`config.mk`:
```
export PLATFORM = sky130hd
export DESIGN_NAME = rps_slave
export DESIGN_NICKNAME = d
export VERILOG_FILES = /design/src/hdl/rps_pkg.sv /design/src/hdl/rps_slave.sv
export SDC_FILE = /design/constraint.sdc
export NUM_CORES = 1
export LEC_CHECK = 0
export BUFFER_PORTS_ARGS = -buffer_cell sky130_fd_sc_hd__buf_2
export CORE_ASPECT_RATIO = 0.7
export CORE_MARGIN = 2
export CORE_UTILIZATION = 56
export DETAILED_ROUTE_END_ITERATION = 16
export PLACE_DENSITY = 0.76
export SLEW_MARGIN = 20
export SYNTH_ARGS = -nofsm -noshare
export SYNTH_HDL_FRONTEND = slang
export SYNTH_SLANG_ARGS = --single-unit
```
`constraint.sdc`:
```
create_clock -name sys_clk -period 3.41 [get_ports sys_clk]
set_input_delay 0.682 -clock sys_clk [delete_from_list [all_inputs] [get_ports sys_clk]]
set_output_delay 0.682 -clock sys_clk [all_outputs]
set_load 0.05 [all_outputs]
```
`src/hdl/rps_pkg.sv`:
```
/*
 * Constants, frame layout and carrier types for the serial parameter access slave.
 * Assumes a byte-wide receiver and transmitter outside, and a 10 MHz system clock.
 */
package rps_pkg;

	localparam logic [7:0]  FN_READ     = 8'h03;
	localparam logic [7:0]  FN_WR16     = 8'h06;
	localparam logic [7:0]  FN_WR32     = 8'h10;
	localparam logic [7:0]  STA_MIN     = 8'h01;
	localparam logic [7:0]  STA_MAX     = 8'hf7;
	localparam logic [15:0] CRC_INIT    = 16'hffff;
	localparam logic [15:0] CRC_POLY    = 16'ha001;
	localparam logic [15:0] CRC_GOOD    = 16'h0000;

	// timing: 11-bit character at 9600 baud
	localparam int          CLK_PERIOD_NS = 100;
	localparam int          CHAR_TIME_NS  = 1145834;
	localparam int          IDLE_HALF_CH  = 7;      // 3.5 characters in half characters
	localparam int          IDLE_W        = 20;

	// request byte positions
	localparam int          BUF_BYTES   = 16;
	localparam logic [3:0]  POS_STA     = 4'h0;
	localparam logic [3:0]  POS_FN      = 4'h1;
	localparam logic [3:0]  POS_AHI     = 4'h2;
	localparam logic [3:0]  POS_ALO     = 4'h3;
	localparam logic [3:0]  POS_QHI     = 4'h4;
	localparam logic [3:0]  POS_QLO     = 4'h5;
	localparam logic [3:0]  POS_BC      = 4'h6;
	localparam logic [3:0]  POS_W32     = 4'h7;
	localparam logic [4:0]  LEN_FIXED   = 5'h08;   // 0x03 and 0x06 requests incl. CRC
	localparam logic [4:0]  LEN_W32_OVH = 5'h09;   // 0x10 request without its data bytes
	localparam logic [7:0]  ECHO_LEN    = 8'h06;
	localparam logic [7:0]  RD_HDR_LEN  = 8'h03;
	localparam logic [7:0]  CRC_LEN     = 8'h02;

	typedef enum logic [2:0] {
		RPS_RX    = 3'b000,
		RPS_CHECK = 3'b001,
		RPS_ACC   = 3'b010,
		RPS_TX    = 3'b011,
		RPS_GAP   = 3'b100
	} rps_state_e;

	typedef struct packed {
		logic       valid;
		logic [7:0] data;
	} rps_byte_s;

	typedef struct packed {
		logic        req;
		logic        we;
		logic [15:0] addr;
		logic [15:0] wdata;
	} rps_par_s;

	typedef struct packed {
		rps_state_e                    st;
		logic [IDLE_W-1:0]             idle;
		logic [BUF_BYTES-1:0][7:0]     bytes_b;
		logic [4:0]                    rx_cnt;
		logic                          bad;
		logic [15:0]                   rx_crc;
		logic [15:0]                   tx_crc;
		logic [7:0]                    pos;
		logic [7:0]                    word;
		logic                          have;
		logic [15:0]                   rword;
		rps_par_s                      par;
		rps_byte_s                     tx;
	} rps_regs_s;

endpackage

```
`src/hdl/rps_slave.sv`:
```
/*
 * Serial parameter access slave: frames by line idle time, checks station and CRC,
 * runs parameter reads and writes over a request/acknowledge port and sends the answer.
 * Assumes a receiver that strobes one byte per character and a transmitter with ready.
 */
`timescale 1ns/1ps
`default_nettype none

module rps_slave #(
	parameter int IDLE_CYCLES = (rps_pkg::CHAR_TIME_NS * rps_pkg::IDLE_HALF_CH + 2 * rps_pkg::CLK_PERIOD_NS - 1)
	                            / (2 * rps_pkg::CLK_PERIOD_NS),
	parameter int RD_MAX      = 8,   // most words one read may ask for
	parameter int WR_MAX      = 2    // most words one 0x10 write may carry
) (
	input  wire logic              sys_clk,      // system clock
	input  wire logic              reset,        // synchronous reset, active high
	input  wire logic [7:0]        station_addr, // own station address
	input  wire rps_pkg::rps_byte_s rx,          // received byte strobe
	output var  rps_pkg::rps_byte_s tx,          // byte to send, held until ready
	input  wire logic              tx_ready,     // transmitter takes tx this cycle
	output var  rps_pkg::rps_par_s par,          // parameter access request
	input  wire logic              par_ack,      // access done, one cycle
	input  wire logic [15:0]       par_rdata     // read value, valid with par_ack
);
	import rps_pkg::*;

	function automatic logic [15:0] crc_byte(input logic [15:0] c, input logic [7:0] d);
		logic [15:0] x;
		x = c ^ {8'h00, d};
		for (int i = 0; i < 8; i++) begin
			x = x[0] ? ((x >> 1) ^ CRC_POLY) : (x >> 1);
		end
		return x;
	endfunction

	rps_regs_s   r;
	rps_regs_s   n;
	logic        idle_hit;
	logic [7:0]  fn;
	logic [15:0] start;
	logic [15:0] qty;
	logic        rd;
	logic [7:0]  body;
	logic [7:0]  nwords;
	logic        len_ok;
	logic        frame_ok;
	logic [15:0] wr_word;
	logic [3:0]  wi;
	logic [7:0]  tx_byte;

	////////////////////////////////////////////////////////////////////////////
	// request decode

	always_comb begin
		idle_hit = r.idle >= IDLE_W'(IDLE_CYCLES);
		fn       = r.bytes_b[POS_FN];
		start    = {r.bytes_b[POS_AHI], r.bytes_b[POS_ALO]};
		qty      = {r.bytes_b[POS_QHI], r.bytes_b[POS_QLO]};
		rd       = fn == FN_READ;
		body     = rd ? 8'(RD_HDR_LEN + {qty[6:0], 1'b0}) : ECHO_LEN;
		nwords   = (fn == FN_WR32) ? qty[7:0] : 8'h01;
		len_ok   = 1'b0;
		case (fn)
			FN_READ: len_ok = r.rx_cnt == LEN_FIXED && qty != 16'h0000 && qty <= 16'(RD_MAX);
			FN_WR16: len_ok = r.rx_cnt == LEN_FIXED;
			FN_WR32: len_ok = qty != 16'h0000 && qty <= 16'(WR_MAX)
			               && r.bytes_b[POS_BC] == {qty[6:0], 1'b0}
			               && r.rx_cnt == 5'(LEN_W32_OVH + r.bytes_b[POS_BC][4:0]);
			default: len_ok = 1'b0;
		endcase
		// silent discard: no answer for a foreign station or a damaged frame
		frame_ok = !r.bad && r.rx_crc == CRC_GOOD && len_ok
		        && station_addr >= STA_MIN && station_addr <= STA_MAX
		        && r.bytes_b[POS_STA] == station_addr;
		wi       = 4'(POS_W32 + {r.word[2:0], 1'b0});
		wr_word  = (fn == FN_WR32) ? {r.bytes_b[wi], r.bytes_b[4'(wi + 4'h1)]}
		                           : {r.bytes_b[POS_QHI], r.bytes_b[POS_QLO]};
		if (r.pos == body) begin
			tx_byte = r.tx_crc[7:0];
		end else if (r.pos > body) begin
			tx_byte = r.tx_crc[15:8];
		end else if (!rd || r.pos < 8'h02) begin
			tx_byte = r.bytes_b[r.pos[3:0]];
		end else if (r.pos == 8'h02) begin
			tx_byte = {qty[6:0], 1'b0};
		end else begin
			tx_byte = r.pos[0] ? r.rword[15:8] : r.rword[7:0];
		end
	end

	////////////////////////////////////////////////////////////////////////////
	// next state

	always_comb begin
		n = r;
		n.idle = rx.valid ? '0 : (idle_hit ? r.idle : r.idle + 1'b1);
		case (r.st)
			RPS_RX: begin
				if (rx.valid) begin
					// a first byte not preceded by a full idle gap spoils the frame
					if ((r.rx_cnt == 5'h00 && !idle_hit) || r.rx_cnt == 5'(BUF_BYTES)) begin
						n.bad = 1'b1;
					end else begin
						n.bytes_b[r.rx_cnt[3:0]] = rx.data;
						n.rx_cnt = r.rx_cnt + 5'h01;
					end
					n.rx_crc = crc_byte(r.rx_crc, rx.data);
				end else if (idle_hit && r.rx_cnt != 5'h00) begin
					n.st = RPS_CHECK;
				end else if (idle_hit) begin
					n.bad    = 1'b0;
					n.rx_crc = CRC_INIT;
				end
			end
			RPS_CHECK: begin
				n.rx_cnt = '0;
				n.rx_crc = CRC_INIT;
				n.bad    = 1'b0;
				n.word   = '0;
				n.have   = 1'b0;
				n.pos    = '0;
				n.tx_crc = CRC_INIT;
				n.st     = !frame_ok ? RPS_RX : (rd ? RPS_TX : RPS_ACC);
			end
			RPS_ACC: begin
				if (!r.par.req) begin
					n.par.req   = 1'b1;
					n.par.we    = !rd;
					n.par.addr  = start + {8'h00, r.word};
					n.par.wdata = wr_word;
				end else if (par_ack) begin
					n.par.req = 1'b0;
					n.word    = r.word + 8'h01;
					if (rd) begin
						n.rword = par_rdata;
						n.have  = 1'b1;
						n.st    = RPS_TX;
					end else if (r.word + 8'h01 == nwords) begin
						n.st = RPS_TX;
					end
				end
			end
			RPS_TX: begin
				if (r.tx.valid) begin
					if (tx_ready) begin
						n.tx.valid = 1'b0;
						n.pos      = r.pos + 8'h01;
						if (r.pos < body) begin
							n.tx_crc = crc_byte(r.tx_crc, r.tx.data);
						end
						if (rd && r.pos > RD_HDR_LEN && r.pos < body && !r.pos[0]) begin
							n.have = 1'b0;
						end
					end
				end else if (r.pos == 8'(body + CRC_LEN)) begin
					// gap is timed from the last hand-off, so it includes the last character
					n.idle = '0;
					n.st   = RPS_GAP;
				end else if (rd && r.pos >= RD_HDR_LEN && r.pos < body && !r.have) begin
					n.st = RPS_ACC;
				end else begin
					n.tx.valid = 1'b1;
					n.tx.data  = tx_byte;
				end
			end
			RPS_GAP: begin
				if (idle_hit) begin
					n.st = RPS_RX;
				end
			end
			default: n.st = RPS_RX;
		endcase
	end

	always_ff @(posedge sys_clk) begin
		if (reset) begin
			r        <= '0;
			r.st     <= RPS_RX;
			r.rx_crc <= CRC_INIT;
			r.tx_crc <= CRC_INIT;
		end else begin
			r <= n;
		end
	end

	assign tx  = r.tx;
	assign par = r.par;
endmodule

`default_nettype wire

```
==> results by group, run 1 <==
Logic synthesis
  – Synth warn: 0
  – Post-Syn Nets: 1771
  – Mapped Area: 0.0154 mm2
  – Number of synthesized flops with an enable pin: 0
  – Synth Flop Type: dfxtp_1
  – Yosys reg bits: 265
  – Yosys cell types: 79
  – Seq/Total Area, Yosys: 34.5%
  – Combinational family with the most area after synthesis: multiplexers
  – Synth Area in Adders: 2.74%
  – Mux cell area share after synthesis: 21.0%
  – Post-synthesis xor/xnor area fraction: 6.10%
  – Synth Area in Compound Gates: 10.5%
  – Simple-gate share of the synthesized area: 18.9%
  – Syn_area_per_cell: 9.03 um2
  – Cells after synthesis: 1701
  – Fraction of registers with async set/reset: 0%

Floorplanning
  – Die ar.: 0.0288 mm2
  – Die Wd: 202 um
  – I/O pin count: 80
  – Std-Cell Rows: 50
  – Initial Util: 57.3%
  – Core area: 0.0268 mm2
  – Die height: 143 um

Global routing
  – First-pass GRT wire length: 69.3 mm
  – Vias in the first global route: 12073
  – Overflow after GRT: 0
  – Largest net degree at the start of global routing: 99
  – Tot GR Track Use: 31.0%
  – Initial antenna violation count: 0

Power
  – Switching part of the total power: 22.4%
  – Int Pwr: 5.19 mW
  – Portion of total power attributed to sequential cells: 46.9%
  – Comb pwr share: 4.2%
  – Cell Pwr Density: 397 mW/mm2
  – Total net switching power: 1.50 mW
  – Static leakage: 7.11 nW
  – VDD IR max: 312 uV
  – Clock Power Share: 48.9%
  – Total power: 6.69 mW

Route
  – Via count: 13048
  – DR DRC count: 0
  – WL final: 45.1 mm
  – Post-route ant nets: 0
  – DR iter-0 viols: 1520
  – DR vias/cell: 6.29
  – Average wire per standard cell: 21.7 um
  – Detailed Routing Iterations Pass 1: 5

Critical path
  – Crit Path Category: flip-flop to flip-flop
  – CP max FO: 8
  – CP arrival: 3.81 ns
  – Setup crit start kind: flip-flop
  – Setup crit end kind: flip-flop
  – WP data required: 3.83 ns
  – RR Startpoint: fn[5]$_SDFFE_PP0P_
  – Reg2reg path depth: 15
  – FF-to-FF End: tx[5]$_SDFFE_PP0P_
  – R2R Setup Slk: 0.02 ns

Layout
  – # diodes: 0
  – Multi-input gate area: 0.00914 mm2
  – Area grow syn2layout: 9.67%
  – FF+latch area: 0.00531 mm2
  – Proportion of layout cells with a drive suffix above 1: 17.5%
  – Fill cells: 2224
  – Layout net count: 1762

STA
  – Max Fclk: 295 MHz
  – Final setup viols: 0
  – Clk_skew: 0.0254 ns
  – Slew @ Worst Pin: 1.02 ns
  – Hold_ws: 0.361 ns
  – Headroom to the max-slew limit: 31.9%
  – Fin. Hold Viols: 0
  – Slew Viols, Final: 0
  – Min cycle time layout: 3.39 ns
  – Period utilisation layout: 99.4%

Place
  – Placed wire-length estimate: 32.6 mm
  – GPL Wtd Cong: 0.978
  – Port Buf Inserts: 79

Worst hold path
  – Min-delay src: par_rdata[8]
  – Hold path endpoint: r[51]$_SDFFE_PP0P_
  – Hold path cells: 3
  – Worst hold path class: input pin to flip-flop

CTS
  – CTS Buffer Depth: 3
  – CTS tree: done
  – Reg clk slew, reported paths: 0.07 ns
  – Number of buffers created by CTS: 26
  – Root buf cell: clkbuf_16
  – Hold Buf Count CTS: 0
  – CTS sink cnt: 265
  – Clk_lat worst skew: 0.56 ns
  – H-tree levels: 1

Status
  – Status: completed

Flow run
  – Max_cap viols: 0
## cells in the mapped netlist, types with 18 or more instances
| library cell | instances | share of area, % |
|---|---|---|
| a21oi_1 | 88 | 2.9 |
| and3_1 | 18 | 0.73 |
| buf_4 | 46 | 2.2 |
| clkbuf_1 | 94 | 2.3 |
| dfxtp_1 | 265 | 35 |
| ha_1 | 32 | 2.6 |
| inv_1 | 32 | 0.78 |
| mux2i_1 | 157 | 10 |
| mux4_2 | 70 | 10 |
| nand2_1 | 155 | 3.8 |
| nand3_1 | 42 | 1.4 |
| nand4_1 | 22 | 0.90 |
| nor2_1 | 230 | 5.6 |
| nor3_1 | 42 | 1.4 |
| o211ai_1 | 20 | 0.98 |
| o21ai_0 | 65 | 2.1 |
| xnor2_1 | 62 | 3.5 |
| xor2_1 | 45 | 2.6 |
## sequential cells by signal, indices dropped and copies added (netlist names)
register,flops
par,34
fn,8
tx,9
r,198
qty,16
## cells in the final DEF, fill, tap and decap left out, types with 10 or more instances in the layout
cell type,count
nor2_1,230
nand3b_1,10
mux2i_1,157
dfxtp_1,262
nand3_2,17
nor4_1,15
clkbuf_16,26
ha_1,31
xnor2_1,60
buf_4,48
a21oi_1,86
xor2_1,45
nor2b_1,12
buf_2,78
nand2_1,155
mux4_2,70
nor3_1,41
inv_1,31
o21ai_0,65
and3_1,18
nand3_1,42
o211ai_1,20
nand4_1,22
## worst max path at each step
stage	startpoint	slack (ns)	to
floorplan	fn[7]$_SDFFE_PP0P_	0.02	tx[0]$_SDFFE_PP0P_
global placement	fn[7]$_SDFFE_PP0P_	0.20	r[256]$_SDFF_PP0_
detailed placement	fn[7]$_SDFFE_PP0P_	0.03	tx[6]$_SDFFE_PP0P_
CTS	fn[7]$_SDFFE_PP0P_	0.03	tx[6]$_SDFFE_PP0P_
global route	fn[3]$_SDFFE_PP0P_	-0.08	tx[2]$_SDFFE_PP0P_
finish	fn[5]$_SDFFE_PP0P_	0.02	tx[5]$_SDFFE_PP0P_
## cell families (layout without fill, tap and decap cells)
kind of cell             Yosys count  after routing
flip-flops                       265            265
AO/OA/AOI/OAI                    255            255
adder cells (fa/ha/maj)           33             33
multiplexers                     231            231
XOR/XNOR                         107            107
buffers and inverters            201            212
AND/OR/NAND/NOR                  609            609
## area by class of cell
| type | instances | share of cell area, % |
|---|---|---|
| clock buffers | 34 | 4.34 |
| clock inverters | 14 | 1.45 |
| inverters | 32 | 0.713 |
| multi-input cells | 1235 | 54.2 |
| flip-flops and latches | 265 | 31.5 |
| well taps | 364 | 2.70 |
| repair buffers | 132 | 5.06 |
## critical path: stages, from the launching register on
cell	delay (ns)
dfxtp_1	0.36
nor4_4	0.40
nand3_4	0.12
inv_2	0.08
nand2_1	0.09
inv_1	0.08
ha_1	0.26
nor2b_1	0.16
o21a_1	0.18
o21a_1	0.18
o21ba_2	0.21
or4_4	0.51
o31a_1	0.23
buf_4	0.19
a21oi_1	0.14
a311oi_1	0.07
## routing by layer
metal / vias to the layer above / share of wire [%] / wire length, um / global-route usage [%]
li1: 5977 / - / - / -
met1: 6249 / 43 / 19500 / 43.5
met2: 700 / 41 / 18600 / 44.6
met3: 118 / 12 / 5380 / 10.3
met4: 4 / 3.0 / 1350 / 9.56
met5: - / 0.49 / 223 / 5.61
## power groups by stage
| stage | clock network, mW | registers (mW) | logic, mW |
|---|---|---|---|
| after floorplan | 0 | 3.20 | 0.206 |
| after global placement | 0 | 3.20 | 0.273 |
| after detailed placement | 0 | 3.20 | 0.278 |
| after CTS | 3.31 | 3.13 | 0.280 |
| after global routing | 3.43 | 3.14 | 0.309 |
| final | 3.27 | 3.13 | 0.282 |
## through the flow
step           area, um2  std cells  worst slack (ns)  utilization, %  setup TNS (ns)
2_1_floorplan      15400       1701            0.0225               -               0
3_3_place_gp       15800       2023             0.201            58.8               0
3_5_place_dp       15800       2023            0.0253            58.8               0
4_1_cts            16800       2071            0.0338            62.5               0
5_1_grt            16900       2076           -0.0830            62.8          -0.332
6_report           16900       2076            0.0202            62.8               0
## repair_timing
action	CTS	global route
resized for setup	0	12
buffers inserted	0	5
endpoints found under the setup margin	1	32
pin swaps	1	4
No activity file was read; power rests on OpenSTA's default activity.
==> inputs of run 2 (changes only) <==
--- a/config.mk
+++ b/config.mk
@@ -11,6 +11,7 @@
 export CORE_UTILIZATION = 56
 export DETAILED_ROUTE_END_ITERATION = 16
 export PLACE_DENSITY = 0.76
+export SETUP_SLACK_MARGIN = 0.5
 export SLEW_MARGIN = 20
 export SYNTH_ARGS = -nofsm -noshare
 export SYNTH_HDL_FRONTEND = slang
==> run 2 against run 1 <==
Sequential power about the same. Final area up 2.3%. Clock power about the same. First-iteration DRC count up 2.0%. Via count up 0.52%. Critical path depth down 1. Fmax up 11%. Die area unchanged. Non-clock buffer count up 16. Sequential share of layout area down 0.63 points. Clock skew down 0.0053 ns. Largest cell class unchanged. Largest power group unchanged.
==> results by group, run 2 (same netlist as run 1, synthesis figures left out) <==
Status
  – Status: completed

Route
  – WL final: 45.8 mm
  – Post-route ant nets: 0
  – Average wire per standard cell: 21.8 um
  – DR DRC count: 0
  – DR vias/cell: 6.26
  – DR iter-0 viols: 1550
  – Via count: 13116
  – Detailed Routing Iterations Pass 1: 6

Layout
  – Multi-input gate area: 0.00935 mm2
  – Biggest register: r
  – FF+latch area: 0.00532 mm2
  – Area grow syn2layout: 12.2%
  – Layout net count: 1779
  – Commonest non-fill, non-tap cell in the layout: dfxtp_1
  – Proportion of layout cells with a drive suffix above 1: 20.1%
  – Number of flip-flops in the largest register: 198
  – Layout Utilization: 64.2%
  – Most frequent cells in the layout: dfxtp_1 (258), nor2_1 (229), mux2i_1 (157), nand2_1 (153)
  – Fill cells: 2171

Place
  – Port Buf Inserts: 79
  – Placed wire-length estimate: 32.5 mm
  – GPL Wtd Cong: 0.971
  – Pre-CTS WS: 0.139 ns

Global routing
  – Largest net degree at the start of global routing: 65
  – Met3 global-route usage: 10.3%
  – Initial antenna violation count: 1
  – Met1 global-route usage: 45.6%
  – Tot GR Track Use: 31.4%
  – GR Util met2: 45.2%
  – First-pass GRT wire length: 70.9 mm
  – Overflow after GRT: 0
  – Vias in the first global route: 12385
  – Most used routing layer: met1

STA
  – Max Fclk: 327 MHz
  – Min cycle time layout: 3.06 ns
  – TNS Setup: 0 ns
  – Clk_skew: 0.0201 ns
  – Headroom to the max-slew limit: 29.8%
  – RSZ-0062 raised after global routing: true
  – Slew @ Worst Pin: 1.05 ns
  – Final setup viols: 0
  – Period utilisation layout: 89.8%
  – PnR worst setup slack: 0.349 ns
  – Fin. Hold Viols: 0
  – Slew Viols, Final: 0

Critical path
  – R2R Setup Slk: 0.35 ns
  – CP max FO: 6
  – WP data required: 3.86 ns
  – Setup crit end kind: flip-flop
  – CP bufs+invs: 3
  – CP Cell Sequence: nor4_4, buf_4, nand3_4, inv_6, nand2_4, ha_2, xor2_1, xnor2_1, nor4b_2, nand3_2, or3_4, o21ai_4, buf_6, nor2_1
  – Crit Path Category: flip-flop to flip-flop
  – Setup crit start kind: flip-flop
  – Critical path's top delay family: simple AND/OR/NAND/NOR gates
  – CP peak stage delay: 0.39 ns
  – CP arrival: 3.51 ns
  – CP max stage cell: or3_4

Floorplanning
  – Initial Util: 57.3%
  – Die ar.: 0.0288 mm2
  – Core area: 0.0268 mm2
  – Die Wd: 202 um
  – Std-Cell Rows: 50
  – Die height: 143 um
  – I/O pin count: 80

Power
  – Total net switching power: 1.57 mW
  – Clock Power Share: 49.0%
  – Portion of total power attributed to sequential cells: 46.6%
  – Static leakage: 7.22 nW
  – Switching part of the total power: 23.3%
  – Cell Pwr Density: 390 mW/mm2
  – Total power: 6.72 mW
  – Comb pwr share: 4.4%
  – Int Pwr: 5.15 mW
  – VDD IR max: 302 uV

CTS
  – CTS tree: done
  – Root buf cell: clkbuf_16
  – Clk_lat worst skew: 0.57 ns
  – H-tree levels: 1
  – CTS sink cnt: 265
  – Hold Buf Count CTS: 0
  – Reg clk slew, reported paths: 0.07 ns
  – Number of buffers created by CTS: 27
  – CTS Buffer Depth: 3

Flow run
  – Max_cap viols: 0

Worst hold path
  – Worst hold path class: input pin to flip-flop
-- run 2: changes by cell type in the layout (fill, tap and decap cells not counted), moves of 3 or more --
cell,change
clkbuf_8,+3
o21ai_1,+9
a21oi_1,-8
nand3_2,-9
a21oi_2,+7
nor3_1,-9
nor3_2,+9
dfxtp_4,+3
buf_4,+10
buf_6,+5
o21ai_0,-9
nand3_4,+10
dfxtp_1,-4
-- run 2: per-layer routing --
layer,up-vias,part of all wire [%]
li1,6022,-
met3,70,12
met5,-,0
met2,668,42
met4,0,1.7
met1,6356,45
-- run 2: worst min-delay path: stages --
cell and delay (ns):
buf_2 0.09, nand2_1 0.05, a21oi_1 0.05
-- run 2: layout make-up --
| cell class | count | share of cell area [%] |
|---|---|---|
| diodes | 1 | 0.0145 |
| clock buffers | 36 | 4.58 |
| inverters | 32 | 0.726 |
| clock inverters | 14 | 1.10 |
| flip-flops and latches | 265 | 30.9 |
| well taps | 364 | 2.64 |
| repair buffers | 148 | 5.83 |
| multi-input cells | 1235 | 54.2 |
-- run 2: path summary, 6_finish.rpt --
path | from | to | cells after the start
setup / recovery | fn[3]$_SDFFE_PP0P_ | r[249]$_SDFF_PP0_ | 14
hold / removal | par_rdata[3] | r[46]$_SDFFE_PP0P_ | 3
setup reg to reg | fn[3]$_SDFFE_PP0P_ | r[249]$_SDFF_PP0_ | 14
hold reg to reg | r[259]$_SDFF_PP0_ | r[259]$_SDFF_PP0_ | 2
-- run 2: power by group through the flow --
stage,sequential (mW),combinational (mW),clock (mW)
6_report,3.13,0.292,3.30
2_1_floorplan,3.20,0.206,0
4_1_cts,3.13,0.286,3.31
3_5_place_dp,3.20,0.278,0
5_1_grt,3.13,0.318,3.44
3_3_place_gp,3.20,0.272,0
-- run 2: per-stage QoR --
stage	hold WS [ns]	instance area [um2]	cells
2_1_floorplan	0.408	15500	1701
3_3_place_gp	0.417	15900	2030
3_5_place_dp	0.418	15900	2030
4_1_cts	0.342	17000	2086
5_1_grt	0.344	17200	2094
6_report	0.357	17200	2095
-- run 2: repair_timing --
item | in CTS | in global routing
gates resized for setup | 20 | 24
gates cloned | 2 | 1
pin swaps | 5 | 6
setup endpoints to repair | 50 | 112
setup buffers | 4 | 7
==> inputs of run 3 (changes only) <==
--- a/config.mk
+++ b/config.mk
@@ -6,11 +6,13 @@
 export NUM_CORES = 1
 export LEC_CHECK = 0
 export BUFFER_PORTS_ARGS = -buffer_cell sky130_fd_sc_hd__buf_2
+export CELL_PAD_IN_SITES_DETAIL_PLACEMENT = 0
+export CELL_PAD_IN_SITES_GLOBAL_PLACEMENT = 2
 export CORE_ASPECT_RATIO = 0.7
 export CORE_MARGIN = 2
-export CORE_UTILIZATION = 56
+export CORE_UTILIZATION = 35
 export DETAILED_ROUTE_END_ITERATION = 16
-export PLACE_DENSITY = 0.76
+export PLACE_DENSITY = 0.75
 export SETUP_SLACK_MARGIN = 0.5
 export SLEW_MARGIN = 20
 export SYNTH_ARGS = -nofsm -noshare
==> run 3 against run 2 <==
Final cell count increased by 12%. Hold slack worse by 0.027 ns. Sequential share of layout area fell by 0.61 points. Via count is 3.0% lower.
==> results by group, run 3 (same netlist as run 1, synthesis figures left out) <==
Layout
  – Most frequent cells in the layout: dfxtp_1 (257), nor2_1 (229), mux2i_1 (157), nand2_1 (153), buf_2 (78)
  – Commonest non-fill, non-tap cell in the layout: dfxtp_1
  – Biggest register: r
  – Area grow syn2layout: 14.4%
  – Proportion of layout cells with a drive suffix above 1: 21.0%
  – # diodes: 0
  – Number of flip-flops in the largest register: 198
  – Layout net count: 1792

Place
  – Placed wire-length estimate: 36.3 mm
  – Port Buf Inserts: 79
  – GPL Wtd Cong: 0.881

STA
  – Final setup viols: 0
  – Headroom to the max-slew limit: 32.5%
  – Fin. Hold Viols: 0
  – Min cycle time layout: 3.14 ns
  – Period utilisation layout: 92.2%
  – RSZ-0062 raised after global routing: true
  – Slew Viols, Final: 0
  – Clk_skew: 0.0245 ns
  – Max Fclk: 318 MHz
  – Slew @ Worst Pin: 1.01 ns
  – TNS Setup: 0 ns

Status
  – Status: completed

Critical path
  – Crit Path Category: flip-flop to flip-flop
  – Setup crit end kind: flip-flop
  – R2R Setup Slk: 0.27 ns
  – CP max FO: 7
  – Reg2reg path depth: 16
  – Setup crit start kind: flip-flop
  – CP arrival: 3.62 ns
  – RR Startpoint: fn[5]$_SDFFE_PP0P_
  – WP data required: 3.89 ns
  – FF-to-FF End: tx[5]$_SDFFE_PP0P_

Floorplanning
  – Die ar.: 0.0456 mm2
  – Die height: 179 um
  – Initial Util: 35.3%
  – I/O pin count: 80
  – Die Wd: 254 um
  – Std-Cell Rows: 64
  – Core area: 0.0435 mm2

Global routing
  – Largest net degree at the start of global routing: 200
  – Vias in the first global route: 12115
  – Overflow after GRT: 0
  – Initial antenna violation count: 0
  – First-pass GRT wire length: 76.1 mm
  – Tot GR Track Use: 22.0%

CTS
  – Clk_lat worst skew: 0.59 ns
  – CTS sink cnt: 265
  – Number of buffers created by CTS: 30
  – Root buf cell: clkbuf_16
  – CTS tree: done
  – Hold Buf Count CTS: 0
  – CTS Buffer Depth: 3
  – Reg clk slew, reported paths: 0.06 ns
  – H-tree levels: 1

Worst hold path
  – Worst hold path class: input pin to flip-flop
  – Hold path cells: 3
  – Hold path endpoint: r[48]$_SDFFE_PP0P_
  – Min-delay src: par_rdata[5]

Route
  – WL final: 50.4 mm
  – DR iter-0 viols: 1092
  – DR vias/cell: 5.44
  – Average wire per standard cell: 21.5 um
  – DR DRC count: 0
  – Post-route ant nets: 0
  – Detailed Routing Iterations Pass 1: 8
  – Via count: 12726

Flow run
  – Max_cap viols: 0

Power
  – Static leakage: 7.28 nW
  – Total power: 6.55 mW
  – VDD IR max: 350 uV
  – Cell Pwr Density: 373 mW/mm2
-- run 3: how the worst max path moves through the flow --
stage / startpoint / endpoint / slack (ns)
after floorplan: fn[7]$_SDFFE_PP0P_ / tx[0]$_SDFFE_PP0P_ / 0.26
after global placement: fn[5]$_SDFFE_PP0P_ / tx[0]$_SDFFE_PP0P_ / 0.20
after detailed placement: fn[5]$_SDFFE_PP0P_ / tx[0]$_SDFFE_PP0P_ / 0.13
after CTS: fn[5]$_SDFFE_PP0P_ / r[263]$_SDFFE_PP0P_ / 0.38
after global routing: fn[5]$_SDFFE_PP0P_ / tx[5]$_SDFFE_PP0P_ / 0.13
final: fn[5]$_SDFFE_PP0P_ / tx[5]$_SDFFE_PP0P_ / 0.27
-- run 3: repair_timing --
item                                    CTS  global route
buffers inserted                          8             8
gates cloned                              2             2
pin swaps                                 9            11
endpoints found under the setup margin   48           184
resized for setup                        24            19
-- run 3: worst max-delay path, stage by stage (launching register included) --
cell and delay (ns):
dfxtp_4 0.36, nor4_4 0.26, buf_4 0.19, nand3_4 0.11, inv_6 0.11, nand2_4 0.06, inv_2 0.06, ha_4 0.19
nor2b_1 0.12, o21a_1 0.16, o21a_1 0.19, o21ba_4 0.19, or4_4 0.46, o31ai_4 0.08, buf_6 0.17, nor2_4 0.04
a311oi_1 0.28
-- run 3: report_power, final --
part | switching, mW | total [mW] | internal, mW | leakage (nW)
clock network | 1.41 | 3.13 | 1.72 | 0.456
logic | 0.184 | 0.291 | 0.107 | 4.68
registers | 0.0205 | 3.14 | 3.11 | 2.14
-- run 3: final cells by class --
class | count | area, um2
well taps | 594 | 743
clock inverters | 18 | 145
repair buffers | 155 | 1080
inverters | 32 | 125
flip-flops and latches | 265 | 5320
multi-input cells | 1238 | 9380
fillers | 4357 | 25900
clock buffers | 36 | 783
-- run 3: routing by layer --
| layer | share of wire, % | global-route usage, % | vias up |
|---|---|---|---|
| met5 | 0 | 0 | - |
| met4 | 1.9 | 4.34 | 0 |
| met3 | 8.2 | 5.47 | 61 |
| met2 | 41 | 32.1 | 399 |
| met1 | 49 | 32.8 | 6214 |
| li1 | - | - | 6052 |
-- run 3: stage by stage --
step           cells  area, um2  setup WS, ns  hold slack, ns  utilization [%]
2_1_floorplan   1701      15500         0.265           0.408                -
3_3_place_gp    2264      16300         0.197           0.416             37.5
3_5_place_dp    2264      16300         0.133           0.420             37.5
4_1_cts         2328      17400         0.376           0.300             40.0
5_1_grt         2338      17600         0.130           0.326             40.4
6_report        2338      17600         0.266           0.329             40.4
